<file path="src/verilog/spm_pkg.sv">
// What this block does
// - Bit rate is chosen by a one-hot rate code, 125 kbps up to 8 Mbps.
// - Serial input comes from the pin numbered 0..31; connect bit high disconnects.
// - Receive channel writes at most the maximum receive byte count to RAM.
// - Transmit channel reads at most the maximum transmit byte count from RAM.
// - Each channel reports bytes moved in the last transaction, read-only.
// - Bytes beyond the transmit buffer shift out the over-read fill character.
// - Serial transfer starts about one microsecond after the start command.
// - Master runs only while the enable field holds 7.
// - End event is raised once both buffer limits have been reached.
package spm_pkg;
  // ****************************************
  // Register offsets
  // ****************************************
  localparam logic [11:0] OFF_TASK_START = 12'h010;
  localparam logic [11:0] OFF_INT_STATUS = 12'h100;
  localparam logic [11:0] OFF_INT_MASK = 12'h300;
  localparam logic [11:0] OFF_ENABLE = 12'h500;
  localparam logic [11:0] OFF_IN_PIN_SEL = 12'h510;
  localparam logic [11:0] OFF_BIT_RATE = 12'h524;
  localparam logic [11:0] OFF_RX_PTR = 12'h534;
  localparam logic [11:0] OFF_RX_MAX = 12'h538;
  localparam logic [11:0] OFF_RX_AMOUNT = 12'h53C;
  localparam logic [11:0] OFF_RX_LIST = 12'h540;
  localparam logic [11:0] OFF_TX_PTR = 12'h544;
  localparam logic [11:0] OFF_TX_MAX = 12'h548;
  localparam logic [11:0] OFF_TX_AMOUNT = 12'h54C;
  localparam logic [11:0] OFF_TX_LIST = 12'h550;
  localparam logic [11:0] OFF_FORMAT = 12'h554;
  localparam logic [11:0] OFF_FILL_CHAR = 12'h5C0;
  // ****************************************
  // Fields and reset values
  // ****************************************
  localparam int CNT_W = 13;
  localparam logic [3:0] ENABLE_ON = 4'h7;
  localparam logic [3:0] ENABLE_OFF = 4'h0;
  localparam int PIN_CONNECT_BIT = 31;
  localparam logic [31:0] PIN_SEL_RESET = 32'hFFFFFFFF;
  localparam logic [31:0] BIT_RATE_RESET = 32'h04000000;
  localparam int FMT_ORDER_BIT = 0;
  localparam int FMT_CPHA_BIT = 1;
  localparam int FMT_CPOL_BIT = 2;
  localparam logic [1:0] LIST_ARRAY = 2'h1;
  localparam int EV_STARTED = 0;
  localparam int EV_ENDRX = 1;
  localparam int EV_END = 2;
  localparam int EV_ENDTX = 3;
  localparam int EV_W = 4;
  // ****************************************
  // Rate codes
  // ****************************************
  localparam logic [31:0] rate_125k_code = 32'h02000000;
  localparam logic [31:0] RATE_250K_CODE = 32'h04000000;
  localparam logic [31:0] RATE_500K_CODE = 32'h08000000;
  localparam logic [31:0] RATE_1M_CODE = 32'h10000000;
  localparam logic [31:0] RATE_2M_CODE = 32'h20000000;
  localparam logic [31:0] RATE_4M_CODE = 32'h40000000;
  localparam logic [31:0] rate_8m_code = 32'h80000000;
  // ****************************************
  // Timing
  // ****************************************
  localparam int CLK_KHZ = 125000;
  localparam int CLK_PERIOD_NS = 8;
  localparam int START_LAT_NS = 1000;
  localparam int START_LAT_CYC = (START_LAT_NS + CLK_PERIOD_NS - 1) /
    CLK_PERIOD_NS;
  localparam logic [8:0] HALF_125K = 9'(CLK_KHZ / (2 * 125) - 1);
  localparam logic [8:0] HALF_250K = 9'(CLK_KHZ / (2 * 250) - 1);
  localparam logic [8:0] HALF_500K = 9'(CLK_KHZ / (2 * 500) - 1);
  localparam logic [8:0] HALF_1M = 9'(CLK_KHZ / (2 * 1000) - 1);
  localparam logic [8:0] HALF_2M = 9'(CLK_KHZ / (2 * 2000) - 1);
  localparam logic [8:0] HALF_4M = 9'(CLK_KHZ / (2 * 4000) - 1);
  localparam logic [8:0] HALF_8M = 9'(CLK_KHZ / (2 * 8000) - 1);
  localparam logic [3:0] LAST_EDGE = 4'hF;
  // ****************************************
  // Transfer states
  // ****************************************
  typedef enum logic [2:0] {
    ST_IDLE, ST_WAIT, ST_FETCH, ST_SHIFT, ST_STORE, ST_DONE
  } spm_state_t;
endpackage : spm_pkg

</file>
<file path="src/verilog/spm_master.sv">
// Implementation choice: strobed register access.
`timescale 1ns/1ns
`default_nettype none
module spm_master
  import spm_pkg::*;
(
  // Clock and reset
  input wire logic ref_clk,
  input wire logic resetn,
  // Register port
  input wire logic [11:0] reg_addr,
  input wire logic [31:0] reg_wdata,
  input wire logic reg_wr,
  input wire logic reg_rd,
  output logic [31:0] reg_rdata,
  // Interrupt
  output logic irq,
  // Pins
  input wire logic [31:0] gpio_in,
  output logic sck_out,
  output logic mosi_out,
  // RAM read channel
  output logic mem_rd_req,
  output logic [31:0] mem_rd_addr,
  input wire logic mem_rd_ack,
  input wire logic [7:0] mem_rd_data,
  // RAM write channel
  output logic mem_wr_req,
  output logic [31:0] mem_wr_addr,
  output logic [7:0] mem_wr_data,
  input wire logic mem_wr_ack
);
  // ****************************************
  // Registers
  // ****************************************
  logic [3:0] enable;
  logic [31:0] pin_sel;
  logic [31:0] bit_rate;
  logic [31:0] rx_ptr;
  logic [31:0] tx_ptr;
  logic [CNT_W-1:0] rx_max;
  logic [CNT_W-1:0] tx_max;
  logic [CNT_W-1:0] rx_amount;
  logic [CNT_W-1:0] tx_amount;
  logic [1:0] rx_list;
  logic [1:0] tx_list;
  logic [2:0] fmt;
  logic [7:0] fill_char;
  logic [EV_W-1:0] int_status;
  logic [EV_W-1:0] int_mask;
  logic [EV_W-1:0] ev_set;
  spm_state_t state;
  spm_state_t next_state;
  logic [7:0] lat_cnt;
  logic [8:0] div_cnt;
  logic [8:0] half_cnt;
  logic [3:0] edge_cnt;
  logic [CNT_W-1:0] byte_cnt;
  logic [CNT_W-1:0] total;
  logic [CNT_W-1:0] rx_cnt;
  logic [CNT_W-1:0] tx_cnt;
  logic [7:0] tx_sh;
  logic [7:0] rx_sh;
  logic [31:0] gpio_sync;
  logic miso;
  logic running;
  logic start;
  logic tick;
  logic load;
  logic [7:0] load_byte;
  logic lsb_first;
  logic cpha;
  logic cpol;

  assign lsb_first = fmt[FMT_ORDER_BIT];
  assign cpha = fmt[FMT_CPHA_BIT];
  assign cpol = fmt[FMT_CPOL_BIT];
  assign running = (enable == ENABLE_ON);
  assign start = reg_wr && reg_addr == OFF_TASK_START && reg_wdata[0] &&
    running;
  assign total = (rx_max > tx_max) ? rx_max : tx_max;

  // ****************************************
  // Input pin routing
  // ****************************************
  spm_sync #(.W(32)) u_sync (
    .ref_clk(ref_clk),
    .resetn(resetn),
    .d(gpio_in),
    .q(gpio_sync)
  );

  assign miso = pin_sel[PIN_CONNECT_BIT] ? 1'b0 :
    gpio_sync[pin_sel[4:0]];

  // ****************************************
  // Register writes
  // ****************************************
  always_ff @(posedge ref_clk or negedge resetn) begin
    if (!resetn) begin
      enable <= ENABLE_OFF;
      pin_sel <= PIN_SEL_RESET;
      bit_rate <= BIT_RATE_RESET;
      rx_max <= '0;
      tx_max <= '0;
      rx_list <= '0;
      tx_list <= '0;
      fmt <= '0;
      fill_char <= '0;
      int_mask <= '0;
    end else if (reg_wr) begin
      case (reg_addr)
        OFF_ENABLE: enable <= reg_wdata[3:0];
        OFF_IN_PIN_SEL: pin_sel <= reg_wdata;
        OFF_BIT_RATE: bit_rate <= reg_wdata;
        OFF_RX_MAX: rx_max <= reg_wdata[CNT_W-1:0];
        OFF_TX_MAX: tx_max <= reg_wdata[CNT_W-1:0];
        OFF_RX_LIST: rx_list <= reg_wdata[1:0];
        OFF_TX_LIST: tx_list <= reg_wdata[1:0];
        OFF_FORMAT: fmt <= reg_wdata[2:0];
        OFF_FILL_CHAR: fill_char <= reg_wdata[7:0];
        OFF_INT_MASK: int_mask <= reg_wdata[EV_W-1:0];
        default: ;
      endcase
    end
  end

  // Pointers, advanced after a transaction in array-list mode
  always_ff @(posedge ref_clk or negedge resetn) begin
    if (!resetn) begin
      rx_ptr <= '0;
      tx_ptr <= '0;
    end else if (state == ST_DONE) begin
      if (rx_list == LIST_ARRAY) begin
        rx_ptr <= rx_ptr + 32'(rx_max);
      end
      if (tx_list == LIST_ARRAY) begin
        tx_ptr <= tx_ptr + 32'(tx_max);
      end
    end else if (reg_wr && reg_addr == OFF_RX_PTR) begin
      rx_ptr <= reg_wdata;
    end else if (reg_wr && reg_addr == OFF_TX_PTR) begin
      tx_ptr <= reg_wdata;
    end
  end

  // ****************************************
  // Register reads
  // ****************************************
  always_ff @(posedge ref_clk or negedge resetn) begin
    if (!resetn) begin
      reg_rdata <= '0;
    end else if (reg_rd) begin
      case (reg_addr)
        OFF_INT_STATUS: reg_rdata <= 32'(int_status);
        OFF_INT_MASK: reg_rdata <= 32'(int_mask);
        OFF_ENABLE: reg_rdata <= 32'(enable);
        OFF_IN_PIN_SEL: reg_rdata <= pin_sel;
        OFF_BIT_RATE: reg_rdata <= bit_rate;
        OFF_RX_PTR: reg_rdata <= rx_ptr;
        OFF_RX_MAX: reg_rdata <= 32'(rx_max);
        OFF_RX_AMOUNT: reg_rdata <= 32'(rx_amount);
        OFF_RX_LIST: reg_rdata <= 32'(rx_list);
        OFF_TX_PTR: reg_rdata <= tx_ptr;
        OFF_TX_MAX: reg_rdata <= 32'(tx_max);
        OFF_TX_AMOUNT: reg_rdata <= 32'(tx_amount);
        OFF_TX_LIST: reg_rdata <= 32'(tx_list);
        OFF_FORMAT: reg_rdata <= 32'(fmt);
        OFF_FILL_CHAR: reg_rdata <= 32'(fill_char);
        default: reg_rdata <= '0;
      endcase
    end else begin
      reg_rdata <= '0;
    end
  end

  // ****************************************
  // Events and interrupt
  // ****************************************
  always_comb begin
    ev_set = '0;
    ev_set[EV_STARTED] = (state == ST_WAIT) && (lat_cnt == 8'h00);
    ev_set[EV_ENDRX] = (state == ST_DONE);
    ev_set[EV_ENDTX] = (state == ST_DONE);
    ev_set[EV_END] = (state == ST_DONE);
  end

  always_ff @(posedge ref_clk or negedge resetn) begin
    if (!resetn) begin
      int_status <= '0;
    end else if (reg_rd && reg_addr == OFF_INT_STATUS) begin
      int_status <= ev_set;
    end else begin
      int_status <= int_status | ev_set;
    end
  end

  assign irq = |(int_status & int_mask);

  // ****************************************
  // Rate divider
  // ****************************************
  always_comb begin
    case (bit_rate)
      rate_125k_code: half_cnt = HALF_125K;
      RATE_250K_CODE: half_cnt = HALF_250K;
      RATE_500K_CODE: half_cnt = HALF_500K;
      RATE_1M_CODE: half_cnt = HALF_1M;
      RATE_2M_CODE: half_cnt = HALF_2M;
      RATE_4M_CODE: half_cnt = HALF_4M;
      rate_8m_code: half_cnt = HALF_8M;
      default: half_cnt = HALF_250K;
    endcase
  end

  assign tick = (state == ST_SHIFT) && (div_cnt == 9'h000);

  always_ff @(posedge ref_clk or negedge resetn) begin
    if (!resetn) begin
      div_cnt <= '0;
    end else if (state != ST_SHIFT || tick) begin
      div_cnt <= half_cnt;
    end else begin
      div_cnt <= div_cnt - 9'h001;
    end
  end

  // ****************************************
  // Transfer sequencing
  // ****************************************
  always_comb begin
    next_state = state;
    case (state)
      ST_IDLE: if (start) next_state = ST_WAIT;
      ST_WAIT: if (lat_cnt == 8'h00) begin
        next_state = (total == '0) ? ST_DONE : ST_FETCH;
      end
      ST_FETCH: if (load) next_state = ST_SHIFT;
      ST_SHIFT: if (tick && edge_cnt == LAST_EDGE) next_state = ST_STORE;
      ST_STORE: if (rx_cnt >= rx_max || mem_wr_ack) begin
        next_state = (byte_cnt + 13'h0001 >= total) ? ST_DONE : ST_FETCH;
      end
      ST_DONE: next_state = ST_IDLE;
      default: next_state = ST_IDLE;
    endcase
    if (!running) next_state = ST_IDLE;
  end

  always_ff @(posedge ref_clk or negedge resetn) begin
    if (!resetn) begin
      state <= ST_IDLE;
    end else begin
      state <= next_state;
    end
  end

  // Start latency
  always_ff @(posedge ref_clk or negedge resetn) begin
    if (!resetn) begin
      lat_cnt <= '0;
    end else if (state == ST_IDLE) begin
      lat_cnt <= 8'(START_LAT_CYC - 1);
    end else if (state == ST_WAIT && lat_cnt != 8'h00) begin
      lat_cnt <= lat_cnt - 8'h01;
    end
  end

  // Byte source: RAM while within limit, else fill character
  assign mem_rd_req = (state == ST_FETCH) && (tx_cnt < tx_max);
  assign load = (state == ST_FETCH) && (tx_cnt >= tx_max || mem_rd_ack);
  assign load_byte = (tx_cnt < tx_max) ? mem_rd_data : fill_char;
  assign mem_wr_req = (state == ST_STORE) && (rx_cnt < rx_max);

  always_ff @(posedge ref_clk or negedge resetn) begin
    if (!resetn) begin
      mem_rd_addr <= '0;
      mem_wr_addr <= '0;
    end else begin
      mem_rd_addr <= tx_ptr + 32'(tx_cnt);
      mem_wr_addr <= rx_ptr + 32'(rx_cnt);
    end
  end

  always_ff @(posedge ref_clk or negedge resetn) begin
    if (!resetn) begin
      mem_wr_data <= '0;
    end else if (state == ST_SHIFT && next_state == ST_STORE) begin
      mem_wr_data <= !cpha ? rx_sh :
        (lsb_first ? {miso, rx_sh[7:1]} : {rx_sh[6:0], miso});
    end
  end

  // Byte counters
  always_ff @(posedge ref_clk or negedge resetn) begin
    if (!resetn) begin
      byte_cnt <= '0;
      tx_cnt <= '0;
      rx_cnt <= '0;
    end else if (state == ST_IDLE) begin
      byte_cnt <= '0;
      tx_cnt <= '0;
      rx_cnt <= '0;
    end else begin
      if (load && tx_cnt < tx_max) begin
        tx_cnt <= tx_cnt + 13'h0001;
      end
      if (state == ST_STORE && mem_wr_req && mem_wr_ack) begin
        rx_cnt <= rx_cnt + 13'h0001;
      end
      if (state == ST_STORE && next_state != ST_STORE) begin
        byte_cnt <= byte_cnt + 13'h0001;
      end
    end
  end

  // Amounts latched at the end of a transaction
  always_ff @(posedge ref_clk or negedge resetn) begin
    if (!resetn) begin
      rx_amount <= '0;
      tx_amount <= '0;
    end else if (state == ST_DONE) begin
      rx_amount <= rx_cnt;
      tx_amount <= tx_cnt;
    end
  end

  // ****************************************
  // Shift engine
  // ****************************************
  always_ff @(posedge ref_clk or negedge resetn) begin
    if (!resetn) begin
      sck_out <= 1'b0;
      mosi_out <= 1'b0;
      tx_sh <= '0;
      rx_sh <= '0;
      edge_cnt <= '0;
    end else if (load) begin
      sck_out <= cpol;
      edge_cnt <= '0;
      if (!cpha) begin
        mosi_out <= lsb_first ? load_byte[0] : load_byte[7];
        tx_sh <= lsb_first ? load_byte >> 1 : load_byte << 1;
      end else begin
        tx_sh <= load_byte;
      end
    end else if (tick) begin
      sck_out <= ~sck_out;
      edge_cnt <= edge_cnt + 4'h1;
      if (edge_cnt[0] == cpha) begin
        rx_sh <= lsb_first ? {miso, rx_sh[7:1]} : {rx_sh[6:0], miso};
      end else if (edge_cnt != LAST_EDGE) begin
        mosi_out <= lsb_first ? tx_sh[0] : tx_sh[7];
        tx_sh <= lsb_first ? tx_sh >> 1 : tx_sh << 1;
      end
    end else if (state == ST_IDLE) begin
      sck_out <= cpol;
    end
  end
endmodule : spm_master
`default_nettype wire

</file>
<file path="src/verilog/spm_sync.sv">
`timescale 1ns/1ns
`default_nettype none
module spm_sync #(
  parameter int W = 1
) (
  // Clock and reset
  input wire logic ref_clk,
  input wire logic resetn,
  // Data
  input wire logic [W-1:0] d,
  output logic [W-1:0] q
);
  logic [W-1:0] s1;
  logic [W-1:0] s2;
  logic [W-1:0] s3;

  always_ff @(posedge ref_clk or negedge resetn) begin
    if (!resetn) begin
      s1 <= '0;
      s2 <= '0;
      s3 <= '0;
    end else begin
      s1 <= d;
      s2 <= s1;
      s3 <= s2;
    end
  end

  // Change taken once stages two and three agree
  always_ff @(posedge ref_clk or negedge resetn) begin
    if (!resetn) begin
      q <= '0;
    end else begin
      q <= (s3 & ~(s2 ^ s3)) | (q & (s2 ^ s3));
    end
  end
endmodule : spm_sync
`default_nettype wire
</file>
<file path="config.mk">
export PLATFORM = sky130hd
export DESIGN_NAME = spm_master
export DESIGN_NICKNAME = d
export VERILOG_FILES = /design/src/verilog/spm_pkg.sv /design/src/verilog/spm_master.sv /design/src/verilog/spm_sync.sv
export SDC_FILE = /design/constraint.sdc
export NUM_CORES = 1
export LEC_CHECK = 0
export BUFFER_PORTS_ARGS = -buffer_cell sky130_fd_sc_hd__buf_2
export CAP_MARGIN = 10
export CORE_UTILIZATION = 52
export CTS_CLUSTER_DIAMETER = 60
export CTS_CLUSTER_SIZE = 30
export DETAILED_ROUTE_END_ITERATION = 10
export GPL_ROUTABILITY_DRIVEN = 1
export PLACE_DENSITY_LB_ADDON = 0.1
export SETUP_SLACK_MARGIN = 0.15
export SLEW_MARGIN = 30
export SYNTH_ARGS = -nofsm -noshare
export SYNTH_HDL_FRONTEND = slang
export SYNTH_SLANG_ARGS = --single-unit
</file>
<file path="constraint.sdc">
create_clock -name ref_clk -period 4.6 [get_ports ref_clk]
set_input_delay 0.23 -clock ref_clk [delete_from_list [all_inputs] [get_ports ref_clk]]
set_output_delay 0.23 -clock ref_clk [all_outputs]
set_load 0.02 [all_outputs]
</file>
==> impl_metrics.json, run 1 <==
{
  "run_status": "completed",
  "p_total_mw": 9.36,
  "tightest_slew_ns": 1.00,
  "num_io_pins": 199,
  "postRouteWirelength_microns": 80500,
  "fin_area_sq_mm": 0.0308,
  "crit_fanout": 8,
  "cts.sink_count": 520,
  "maxSlewHeadroom_pct": 33.3,
  "timing.fmax_ghz": 0.231,
  "cts_buffer_depth": 3,
  "vias": 20600,
  "antenna_found_initial": 0,
  "grt_pass1_wl_microns": 121000,
  "cp_num_buf_inv": 6,
  "dieHeight_microns": 226,
  "rr_worst_depth": 22,
  "cpLargestDelayFamily": "simple AND/OR/NAND/NOR gates",
  "min_to": "tx_ptr[30]",
  "period_needed_ns": 4.33,
  "post-dp-hpwl_microns": 58300,
  "synth_top_cell_by_area": "dfrtp_1",
  "worst_r2r_endpoint": "byte_cnt[11]",
  "cp-startpoint": "tx_max[4]",
  "slew_violations": 0,
  "syn_area_sq_mm": 0.0260,
  "grt-ovfl-total": 0,
  "grt_setup_unrepaired": "yes",
  "skew_ns": 0.0313,
  "slowest_delay_ns": 0.55,
  "cts_buffers": 44,
  "cts.clk_slew.worst_paths_ns": 0.08,
  "hold_path.class": "input pin to flip-flop",
  "cap_violations": 0,
  "cts-root-buf": "clkbuf_16",
  "ys_top_cells_by_area": "dfrtp_1 47%, mux2_2 6.4%, ha_1 5.3%",
  "syn2layout_area_growth_pct": 18.2,
  "async_reset_ff_share_pct": 100,
  "start_kind": "flip-flop",
  "tns_ns": 0,
  "fin_nets": 2906,
  "n_antenna_cell": 0,
  "min_from": "reg_wdata[30]",
  "core.rowCount": 81,
  "ctsHtreeMaxLevel": 2,
  "r2r_start": "tx_max[4]",
  "setup_slack_ns": 0.275,
  "track_usage_pct": 31.6,
  "drtIter0Drc": 1840,
  "cp.required_ns": 5.13,
  "yosys_most_used_dff": "dfrtp_1",
  "seq_area_frac_synth_pct": 50.1,
  "synth.distinct_cells": 98,
  "rrSetupSlack_ns": 0.27,
  "drcViolationCount": 0,
  "cp.arrival_ns": 4.85,
  "yosysTopAreaCellShare_pct": 46.8,
  "final_util_pct": 62.6,
  "ys_seq_elements": 520,
  "ant_nets": 0,
  "viasPerCell": 6.05,
  "finalHoldViolations": 0,
  "cp_common_cell": "buf_12",
  "die_x_microns": 226,
  "synth_edf_count": 0,
  "path_class": "flip-flop to flip-flop",
  "port_buffers": 198,
  "finalWeightedCongestion": 0.913,
  "holdPathStages": 3,
  "powerDensity_mw_per_mm2": 304,
  "insertion_delay_ns": 0.62,
  "grt_pass1_vias": 20200,
  "die_area_sq_mm": 0.0510,
  "fin_crit_sh_pct": 94.0,
  "place_inst": 3250,
  "cp-end-kind": "flip-flop",
  "instances_no_fill": 3401,
  "hold_ws_ns": 0.0199,
  "irDropWorstVdd_mv": 0.383,
  "layout-drive-gt1-share_pct": 24.0,
  "grt_max_degree": 112,
  "worstPathCellList": "inv_2, ha_4, nand3_4, buf_6, or4_4, nand2_4, buf_12, nor2_1, a21oi_1, ha_1, buf_6, nand3_2, nor4_2, a211oi_2, o31ai_4, o21ai_1, o21ai_1, o2111a_2, buf_12, buf_12, or4_4, a21oi_2",
  "drt-wirelength-per-cell_microns": 23.7,
  "dpl_cell_area_sq_mm": 0.0281,
  "critPathSlowestCell": "or4_4",
  "setup_violations": 0,
  "yosysWarnings": 0,
  "synth_nets": 2629,
  "initial_core_util_pct": 53.0,
  "place_ws_ns": 0.0405,
  "synthCells": 2425,
  "core_area_sq_mm": 0.0492,
  "syn_area_per_cell_sq_um": 10.7,
  "dr.pass1.iters": 8,
  "p_leak_nw": 14.1,
  "cts_tree": "built"
}
==> kinds of logic after synthesis <==
family	Yosys count	share of synthesized area [%]
flip-flops	520	50.1
AO/OA/AOI/OAI	501	12.9
buffers and inverters	179	2.67
adder cells (fa/ha/maj)	146	6.82
XOR/XNOR	116	3.90
AND/OR/NAND/NOR	761	14.4
multiplexers	202	9.15
==> power by group <==
| group | leakage [nW] | internal, mW | switching [mW] | total, mW |
|---|---|---|---|---|
| registers | 6.59 | 4.66 | 0.0574 | 4.72 |
| clock network | 0.790 | 2.01 | 2.17 | 4.17 |
| logic | 6.70 | 0.184 | 0.283 | 0.467 |
| total | 14.1 | 6.85 | 2.51 | 9.36 |
==> cell usage after synthesis, drive strengths merged, types with 12 or more instances <==
library cell / n
or3: 22
buf: 29
nor2: 195
dfrtp: 487
o22ai: 14
mux2i: 27
and2: 23
nand3b: 12
o21ai: 94
a22oi: 20
o31ai: 18
xor2: 50
or4: 14
nand2b: 13
mux2: 165
nand2: 232
inv: 66
dfstp: 33
a21o: 26
and3: 35
ha: 110
nand3: 71
xnor2: 66
and4: 13
a31oi: 33
nor4: 19
a21oi: 136
maj3: 32
a211oi: 22
clkbuf: 84
o21a: 17
nand4: 22
nor3: 51
a222oi: 39
==> metal layers <==
layer / share of wire [%] / track usage [%] / routed length (microns) / vias up
met5: 0 / 0 / 0 / -
met3: 5.3 / 4.61 / 4240 / 191
met1: 42 / 40.4 / 33500 / 10300
li1: - / - / - / 9375
met4: 5.7 / 15.8 / 4580 / 0
met2: 47 / 52.3 / 38200 / 708
==> state kept, by name, indices dropped and copies added, names as in the netlist, 9 cells and up, named ones only <==
name,cells
bit_rate,32
u_sync.s3,32
mem_rd_addr,32
tx_ptr,32
reg_rdata,32
div_cnt,9
rx_ptr,32
mem_wr_addr,32
byte_cnt,13
rx_cnt,13
pin_sel,32
tx_cnt,13
u_sync.s2,32
rx_max,13
u_sync.s1,32
tx_amount,13
rx_amount,13
tx_max,13
==> cell type report <==
class / instances / area [sq um]
clock inverters: 35 / 527
inverters: 66 / 248
flip-flops and latches: 520 / 13100
fillers: 4058 / 18400
clock buffers: 46 / 1130
repair buffers: 344 / 2390
multi-input cells: 1726 / 12600
well taps: 664 / 831
==> worst min-delay path, delay by kind of cell <==
kind	cells	cell delay [ns]
compound gates	1	0.09
buf+inv	1	0.16
simple gates	1	0.08
==> cell usage in the layout (no fill, tap or decap), types with 33 or more instances in the layout <==
master | Yosys | routed
buf_2 | 7 | 197
dlygate4sd3_1 | 0 | 51
clkbuf_16 | 0 | 48
and3_1 | 35 | 35
inv_1 | 64 | 59
nand3_1 | 70 | 67
a21oi_1 | 135 | 128
mux2_2 | 147 | 147
nor3_1 | 47 | 45
nand2_1 | 231 | 229
dfrtp_1 | 487 | 484
dfstp_2 | 33 | 33
ha_1 | 110 | 101
o21ai_0 | 70 | 68
xor2_1 | 50 | 50
buf_4 | 0 | 80
a222oi_1 | 39 | 39
nor2_1 | 192 | 189
xnor2_1 | 66 | 66
==> worst max-delay path by stage <==
stage | slack (ns) | to | cells after the start
finish | 0.27 | byte_cnt[11] | 22
global route | 0.12 | byte_cnt[11] | 22
CTS | 0.18 | byte_cnt[11] | 21
detailed placement | 0.04 | byte_cnt[3] | 20
global placement | 0.18 | byte_cnt[3] | 20
floorplan | 0.49 | byte_cnt[10] | 18
==> what timing repair did <==
| action | 4_1_cts | 5_1_grt |
|---|---|---|
| endpoints found under the hold margin | 160 | 0 |
| hold buffers | 51 | 0 |
| buffers inserted | 2 | 13 |
| resized for setup | 4 | 51 |
| endpoints found under the setup margin | 11 | 21 |
| cloned | 0 | 3 |
| pin swaps | 2 | 22 |
(Power assumes the default switching activity.)
==> run 2, diff against run 1 <==
--- a/config.mk
+++ b/config.mk
@@ -13,6 +13,7 @@
 export DETAILED_ROUTE_END_ITERATION = 10
 export GPL_ROUTABILITY_DRIVEN = 1
 export PLACE_DENSITY_LB_ADDON = 0.1
+export REMOVE_ABC_BUFFERS = 1
 export SETUP_SLACK_MARGIN = 0.15
 export SLEW_MARGIN = 30
 export SYNTH_ARGS = -nofsm -noshare
==> impl_metrics.json, run 2 (synthesis results as in run 1) <==
{
  "ctsHtreeMaxLevel": 2,
  "cp.required_ns": 5.09,
  "grt_pass1_vias": 20400,
  "drtIter0Drc": 1750,
  "start_kind": "flip-flop",
  "grt_setup_unrepaired": "no",
  "irDropWorstVdd_mv": 0.285,
  "grt-ovfl-total": 0,
  "crit_fanout": 12,
  "ant_nets": 0,
  "hold_path.class": "input pin to flip-flop",
  "num_io_pins": 199,
  "die_area_sq_mm": 0.0510,
  "die_x_microns": 226,
  "cts_buffers": 43,
  "cts_buffer_depth": 3,
  "layout-drive-gt1-share_pct": 23.2,
  "run_status": "completed",
  "skew_ns": 0.0286,
  "grt_max_degree": 114,
  "core.rowCount": 81,
  "cts-root-buf": "clkbuf_16",
  "path_class": "flip-flop to flip-flop",
  "grt_use_met3_pct": 4.15,
  "dieHeight_microns": 226,
  "cts_tree": "built",
  "p_total_mw": 9.16,
  "n_antenna_cell": 0,
  "cts.clk_slew.worst_paths_ns": 0.09,
  "core_area_sq_mm": 0.0492,
  "viasPerCell": 6.06,
  "dpl_cell_area_sq_mm": 0.0281,
  "grt-busiest-layer": "met2",
  "tightest_slew_ns": 1.05,
  "finalHoldViolations": 0,
  "grtUsageMet2_pct": 49.7,
  "cts.sink_count": 520,
  "initial_core_util_pct": 53.0,
  "antenna_found_initial": 1,
  "cp.arrival_ns": 4.75,
  "cap_violations": 0,
  "drcViolationCount": 0,
  "drt-wirelength-per-cell_microns": 23.2,
  "track_usage_pct": 31.4,
  "vias": 20600,
  "setup_violations": 0,
  "grt_pass1_wl_microns": 121000,
  "finalWeightedCongestion": 0.932,
  "final_cell_mix": "483 x dfrtp_1, 227 x nand2_1, 197 x buf_2",
  "insertion_delay_ns": 0.61,
  "final_common_cell": "dfrtp_1",
  "timing.fmax_ghz": 0.235,
  "maxSlewHeadroom_pct": 29.2,
  "slew_violations": 0,
  "fin_crit_sh_pct": 92.7,
  "post-dp-hpwl_microns": 56500,
  "dr.pass1.iters": 7,
  "cp-end-kind": "flip-flop",
  "powerDensity_mw_per_mm2": 300,
  "grtUsageMet1_pct": 44.3,
  "port_buffers": 198,
  "fin_area_sq_mm": 0.0305,
  "postRouteWirelength_microns": 78800,
  "period_needed_ns": 4.26,
  "hold_ws_ns": 0.0193,
  "fin_nets": 2903,
  "syn2layout_area_growth_pct": 17.1,
  "p_leak_nw": 14.0
}
-- run 2: cell count changes in the layout (fill, tap and decap cells not counted), sizes merged --
cell / change
dlygate4sd3: +5
clkinvlp: +4
buf: -5
clkbuf: +1
clkinv: -2
bufinv: +2
inv: -8
-- run 2: per-layer routing --
metal | part of all wire (%) | up-vias
met1 | 45 | 10400
met3 | 5.5 | 137
li1 | - | 9367
met4 | 3.4 | 0
met5 | 0 | -
met2 | 46 | 717
-- run 2: worst paths after layout --
| path | slack (ns) | end | from | cells past startpoint |
|---|---|---|---|---|
| max in group asynchronous | 3.15 | reg_rdata[23] | resetn | 3 |
| min reg2reg | 0.35 | u_sync.s2[11] | u_sync.s1[11] | 0 |
| max | 0.34 | mem_wr_data[3] | rx_max[4] | 21 |
| min | 0.02 | pin_sel[4] | reg_wdata[4] | 2 |
| max reg2reg | 0.34 | mem_wr_data[3] | rx_max[4] | 21 |
| min in group asynchronous | 0.23 | reg_rdata[17] | resetn | 2 |
-- run 2: layout make-up --
cell class                      instances  area [sq um]
Clock buffer                           49          1150
Clock inverter                         31           394
Fill cell                            4036         18600
Inverter                               66           248
Multi-Input combinational cell       1726         12500
Sequential cell                       520         13100
Tap cell                              664           831
Timing Repair Buffer                  342          2320
-- run 2: critical path, cell delays in order, from the launching register on --
cell and delay (ns):
dfrtp_2 0.45, ha_4 0.29, nand3_2 0.09, o21bai_2 0.21, a211o_1 0.30, nand2_2 0.11
nand2_4 0.07, buf_12 0.14, nor2_1 0.08, a21oi_1 0.05, ha_1 0.31, nand2_2 0.08
a211oi_2 0.26, nor3_2 0.09, o31ai_4 0.30, nor3_2 0.08, a211oi_2 0.26, o2111a_2 0.33
buf_12 0.13, buf_12 0.10, nand2_8 0.08, mux2_4 0.34
-- run 2: repair_timing --
action                                  4_1_cts  5_1_grt
cloned                                        0        1
hold endpoints to repair                    178        0
pin swaps                                     1       15
resized for setup                             5       33
hold buffers                                 56        0
setup buffers                                 0       13
endpoints found under the setup margin       19       21
-- run 2: power breakdown --
part	internal, mW	switching, mW
Sequential	4.66	0.0574
Combinational	0.181	0.266
Clock	2.03	1.96
-- run 2: through the flow --
| stage | worst slack [ns] | utilization (%) | std cells | TNS (ns) |
|---|---|---|---|---|
| global placement | 0.107 | 57.1 | 3248 | 0 |
| detailed placement | -0.0707 | 57.1 | 3248 | -0.333 |
| floorplan | -2.44 | - | 2312 | -124.61 |
| CTS | 0.150 | 61.4 | 3384 | 0 |
| finish | 0.336 | 62.1 | 3398 | 0 |
| global route | 0.115 | 62.1 | 3398 | 0 |
==> run 3, diff against run 2 <==
--- a/config.mk
+++ b/config.mk
@@ -12,6 +12,7 @@
 export CTS_CLUSTER_SIZE = 30
 export DETAILED_ROUTE_END_ITERATION = 10
 export GPL_ROUTABILITY_DRIVEN = 1
+export MAX_ROUTING_LAYER = met4
 export PLACE_DENSITY_LB_ADDON = 0.1
 export REMOVE_ABC_BUFFERS = 1
 export SETUP_SLACK_MARGIN = 0.15
==> impl_metrics.json, run 3 (synthesis results as in run 1) <==
{
  "tightest_slew_ns": 0.822,
  "dpl_cell_area_sq_mm": 0.0281,
  "tns_ns": 0,
  "p_int_mw": 7.03,
  "finalHoldViolations": 0,
  "port_buffers": 198,
  "power.switching_mw": 2.36,
  "cp.arrival_ns": 4.90,
  "final_util_pct": 62.7,
  "critPathSlowestCell": "or4_4",
  "grt-ovfl-total": 0,
  "combinationalPowerShare_pct": 4.8,
  "irDropWorstVdd_mv": 0.414,
  "crit_fanout": 8,
  "hold_ws_ns": 0.0215,
  "p_total_mw": 9.39,
  "grt_pass1_wl_microns": 121000,
  "cts.sink_count": 520,
  "setup_violations": 0,
  "drt-wirelength-per-cell_microns": 23.4,
  "powerDensity_mw_per_mm2": 305,
  "core.rowCount": 81,
  "ant_nets": 0,
  "p_leak_nw": 14.1,
  "timing.fmax_ghz": 0.227,
  "dr.pass1.iters": 5,
  "path_class": "flip-flop to flip-flop",
  "insertion_delay_ns": 0.61,
  "die_x_microns": 226,
  "core_area_sq_mm": 0.0492,
  "final_common_cell": "dfrtp_1",
  "drcViolationCount": 0,
  "cp-end-kind": "flip-flop",
  "initial_core_util_pct": 53.0,
  "swShare_pct": 25.2,
  "skew_ns": 0.0480,
  "ff_latch_area_sq_mm": 0.0131,
  "grt_pass1_vias": 20300,
  "multiInputGateArea_sq_mm": 0.0126,
  "slowest_delay_ns": 0.56,
  "num_io_pins": 199,
  "layout-drive-gt1-share_pct": 23.7,
  "cts_buffer_depth": 3,
  "cts_tree": "built",
  "grt_max_degree": 124,
  "final_cell_mix": "485 x dfrtp_1, 226 x nand2_1, 197 x buf_2",
  "vias": 20500,
  "hold_path.class": "input pin to flip-flop",
  "n_antenna_cell": 0,
  "die_area_sq_mm": 0.0510,
  "cp.required_ns": 5.09,
  "fin_area_sq_mm": 0.0308,
  "rrSetupSlack_ns": 0.20,
  "fillCellCount": 3995,
  "fin_nets": 2907,
  "worstPathCellList": "ha_4, nand3_4, buf_6, or4_4, nand2_4, clkbuf_16, nor2_1, a21oi_1, ha_1, nor2_1, a211oi_4, nor3_4, o31ai_4, nor3_2, a211oi_2, o2111a_2, buf_12, buf_12, nand2_8, mux2_4",
  "antenna_found_initial": 2,
  "slew_violations": 0,
  "period_needed_ns": 4.40,
  "ctsHtreeMaxLevel": 2,
  "seqPwrFrac_pct": 50.2,
  "maxSlewHeadroom_pct": 45.2,
  "fin_crit_sh_pct": 95.8,
  "cts.clk_slew.worst_paths_ns": 0.09,
  "dieHeight_microns": 226,
  "run_status": "completed",
  "drtIter0Drc": 1801,
  "syn2layout_area_growth_pct": 18.2,
  "cap_violations": 0,
  "start_kind": "flip-flop",
  "cts_buffers": 44,
  "clkPwrFrac_pct": 45.0,
  "finalWeightedCongestion": 0.933,
  "viasPerCell": 6.03,
  "cts-root-buf": "clkbuf_16",
  "grt_setup_unrepaired": "no",
  "post-dp-hpwl_microns": 56600,
  "postRouteWirelength_microns": 79700,
  "track_usage_pct": 32.4
}
==> run 3: per-stage QoR <==
| step | instances | worst slack [ns] |
|---|---|---|
| 2_1_floorplan | 2312 | -2.44 |
| 3_3_place_gp | 3248 | 0.189 |
| 3_5_place_dp | 3248 | 0.0675 |
| 4_1_cts | 3388 | 0.160 |
| 5_1_grt | 3403 | 0.0943 |
| 6_report | 3403 | 0.195 |
==> run 3: worst max-delay path: cells and delay by family (launching register included) <==
kind                     cells  cell delay [ns]
buffers and inverters        4             0.52
AO/OA/AOI/OAI                5             1.36
AND/OR/NAND/NOR              8             1.12
flip-flops                   1             0.45
multiplexers                 1             0.34
adder cells (fa/ha/maj)      2             0.48
==> run 3: power by group through the flow <==
stage / combinational (mW) / sequential (mW) / clock, mW
2_1_floorplan: 0.142 / 4.80 / 0
3_3_place_gp: 0.387 / 4.80 / 0
3_5_place_dp: 0.393 / 4.81 / 0
4_1_cts: 0.433 / 4.72 / 4.30
5_1_grt: 0.496 / 4.73 / 4.45
6_report: 0.452 / 4.72 / 4.22
==> run 3: cell type report <==
| cell class | count | area share, % |
|---|---|---|
| Timing Repair Buffer | 345 | 7.70 |
| Tap cell | 664 | 2.70 |
| Multi-Input combinational cell | 1726 | 41.0 |
| Clock inverter | 34 | 1.64 |
| Clock buffer | 48 | 3.72 |
| Inverter | 66 | 0.804 |
| Sequential cell | 520 | 42.4 |
==> run 3: worst paths after layout <==
kind	from	endpoint	cells after the start
hold reg to reg	u_sync.s1[2]	u_sync.s2[2]	0
hold / removal	reg_wdata[6]	fill_char[6]	2
setup / recovery	rx_max[4]	mem_wr_data[7]	20
max in group asynchronous	resetn	u_sync.s3[12]	3
min in group asynchronous	resetn	reg_rdata[16]	2
setup reg to reg	rx_max[4]	mem_wr_data[7]	20
==> run 3: layer usage <==
| layer | up-vias | part of all wire, % | wire length [microns] | global-route usage (%) |
|---|---|---|---|---|
| li1 | 9392 | - | - | - |
| met1 | 10300 | 44 | 35400 | 44.6 |
| met2 | 701 | 47 | 37400 | 50.4 |
| met3 | 150 | 5.5 | 4360 | 3.71 |
| met4 | 0 | 3.3 | 2600 | 10.2 |
| met5 | - | 0 | 0 | - |
==> run 3: what timing repair did <==
| item | in CTS | in global routing |
|---|---|---|
| buffers inserted | 0 | 13 |
| setup endpoints to repair | 17 | 21 |
| gates resized for setup | 2 | 55 |
| hold endpoints to repair | 178 | 0 |
| hold buffers | 58 | 0 |
| pin swaps | 0 | 23 |
| gates cloned | 0 | 2 |
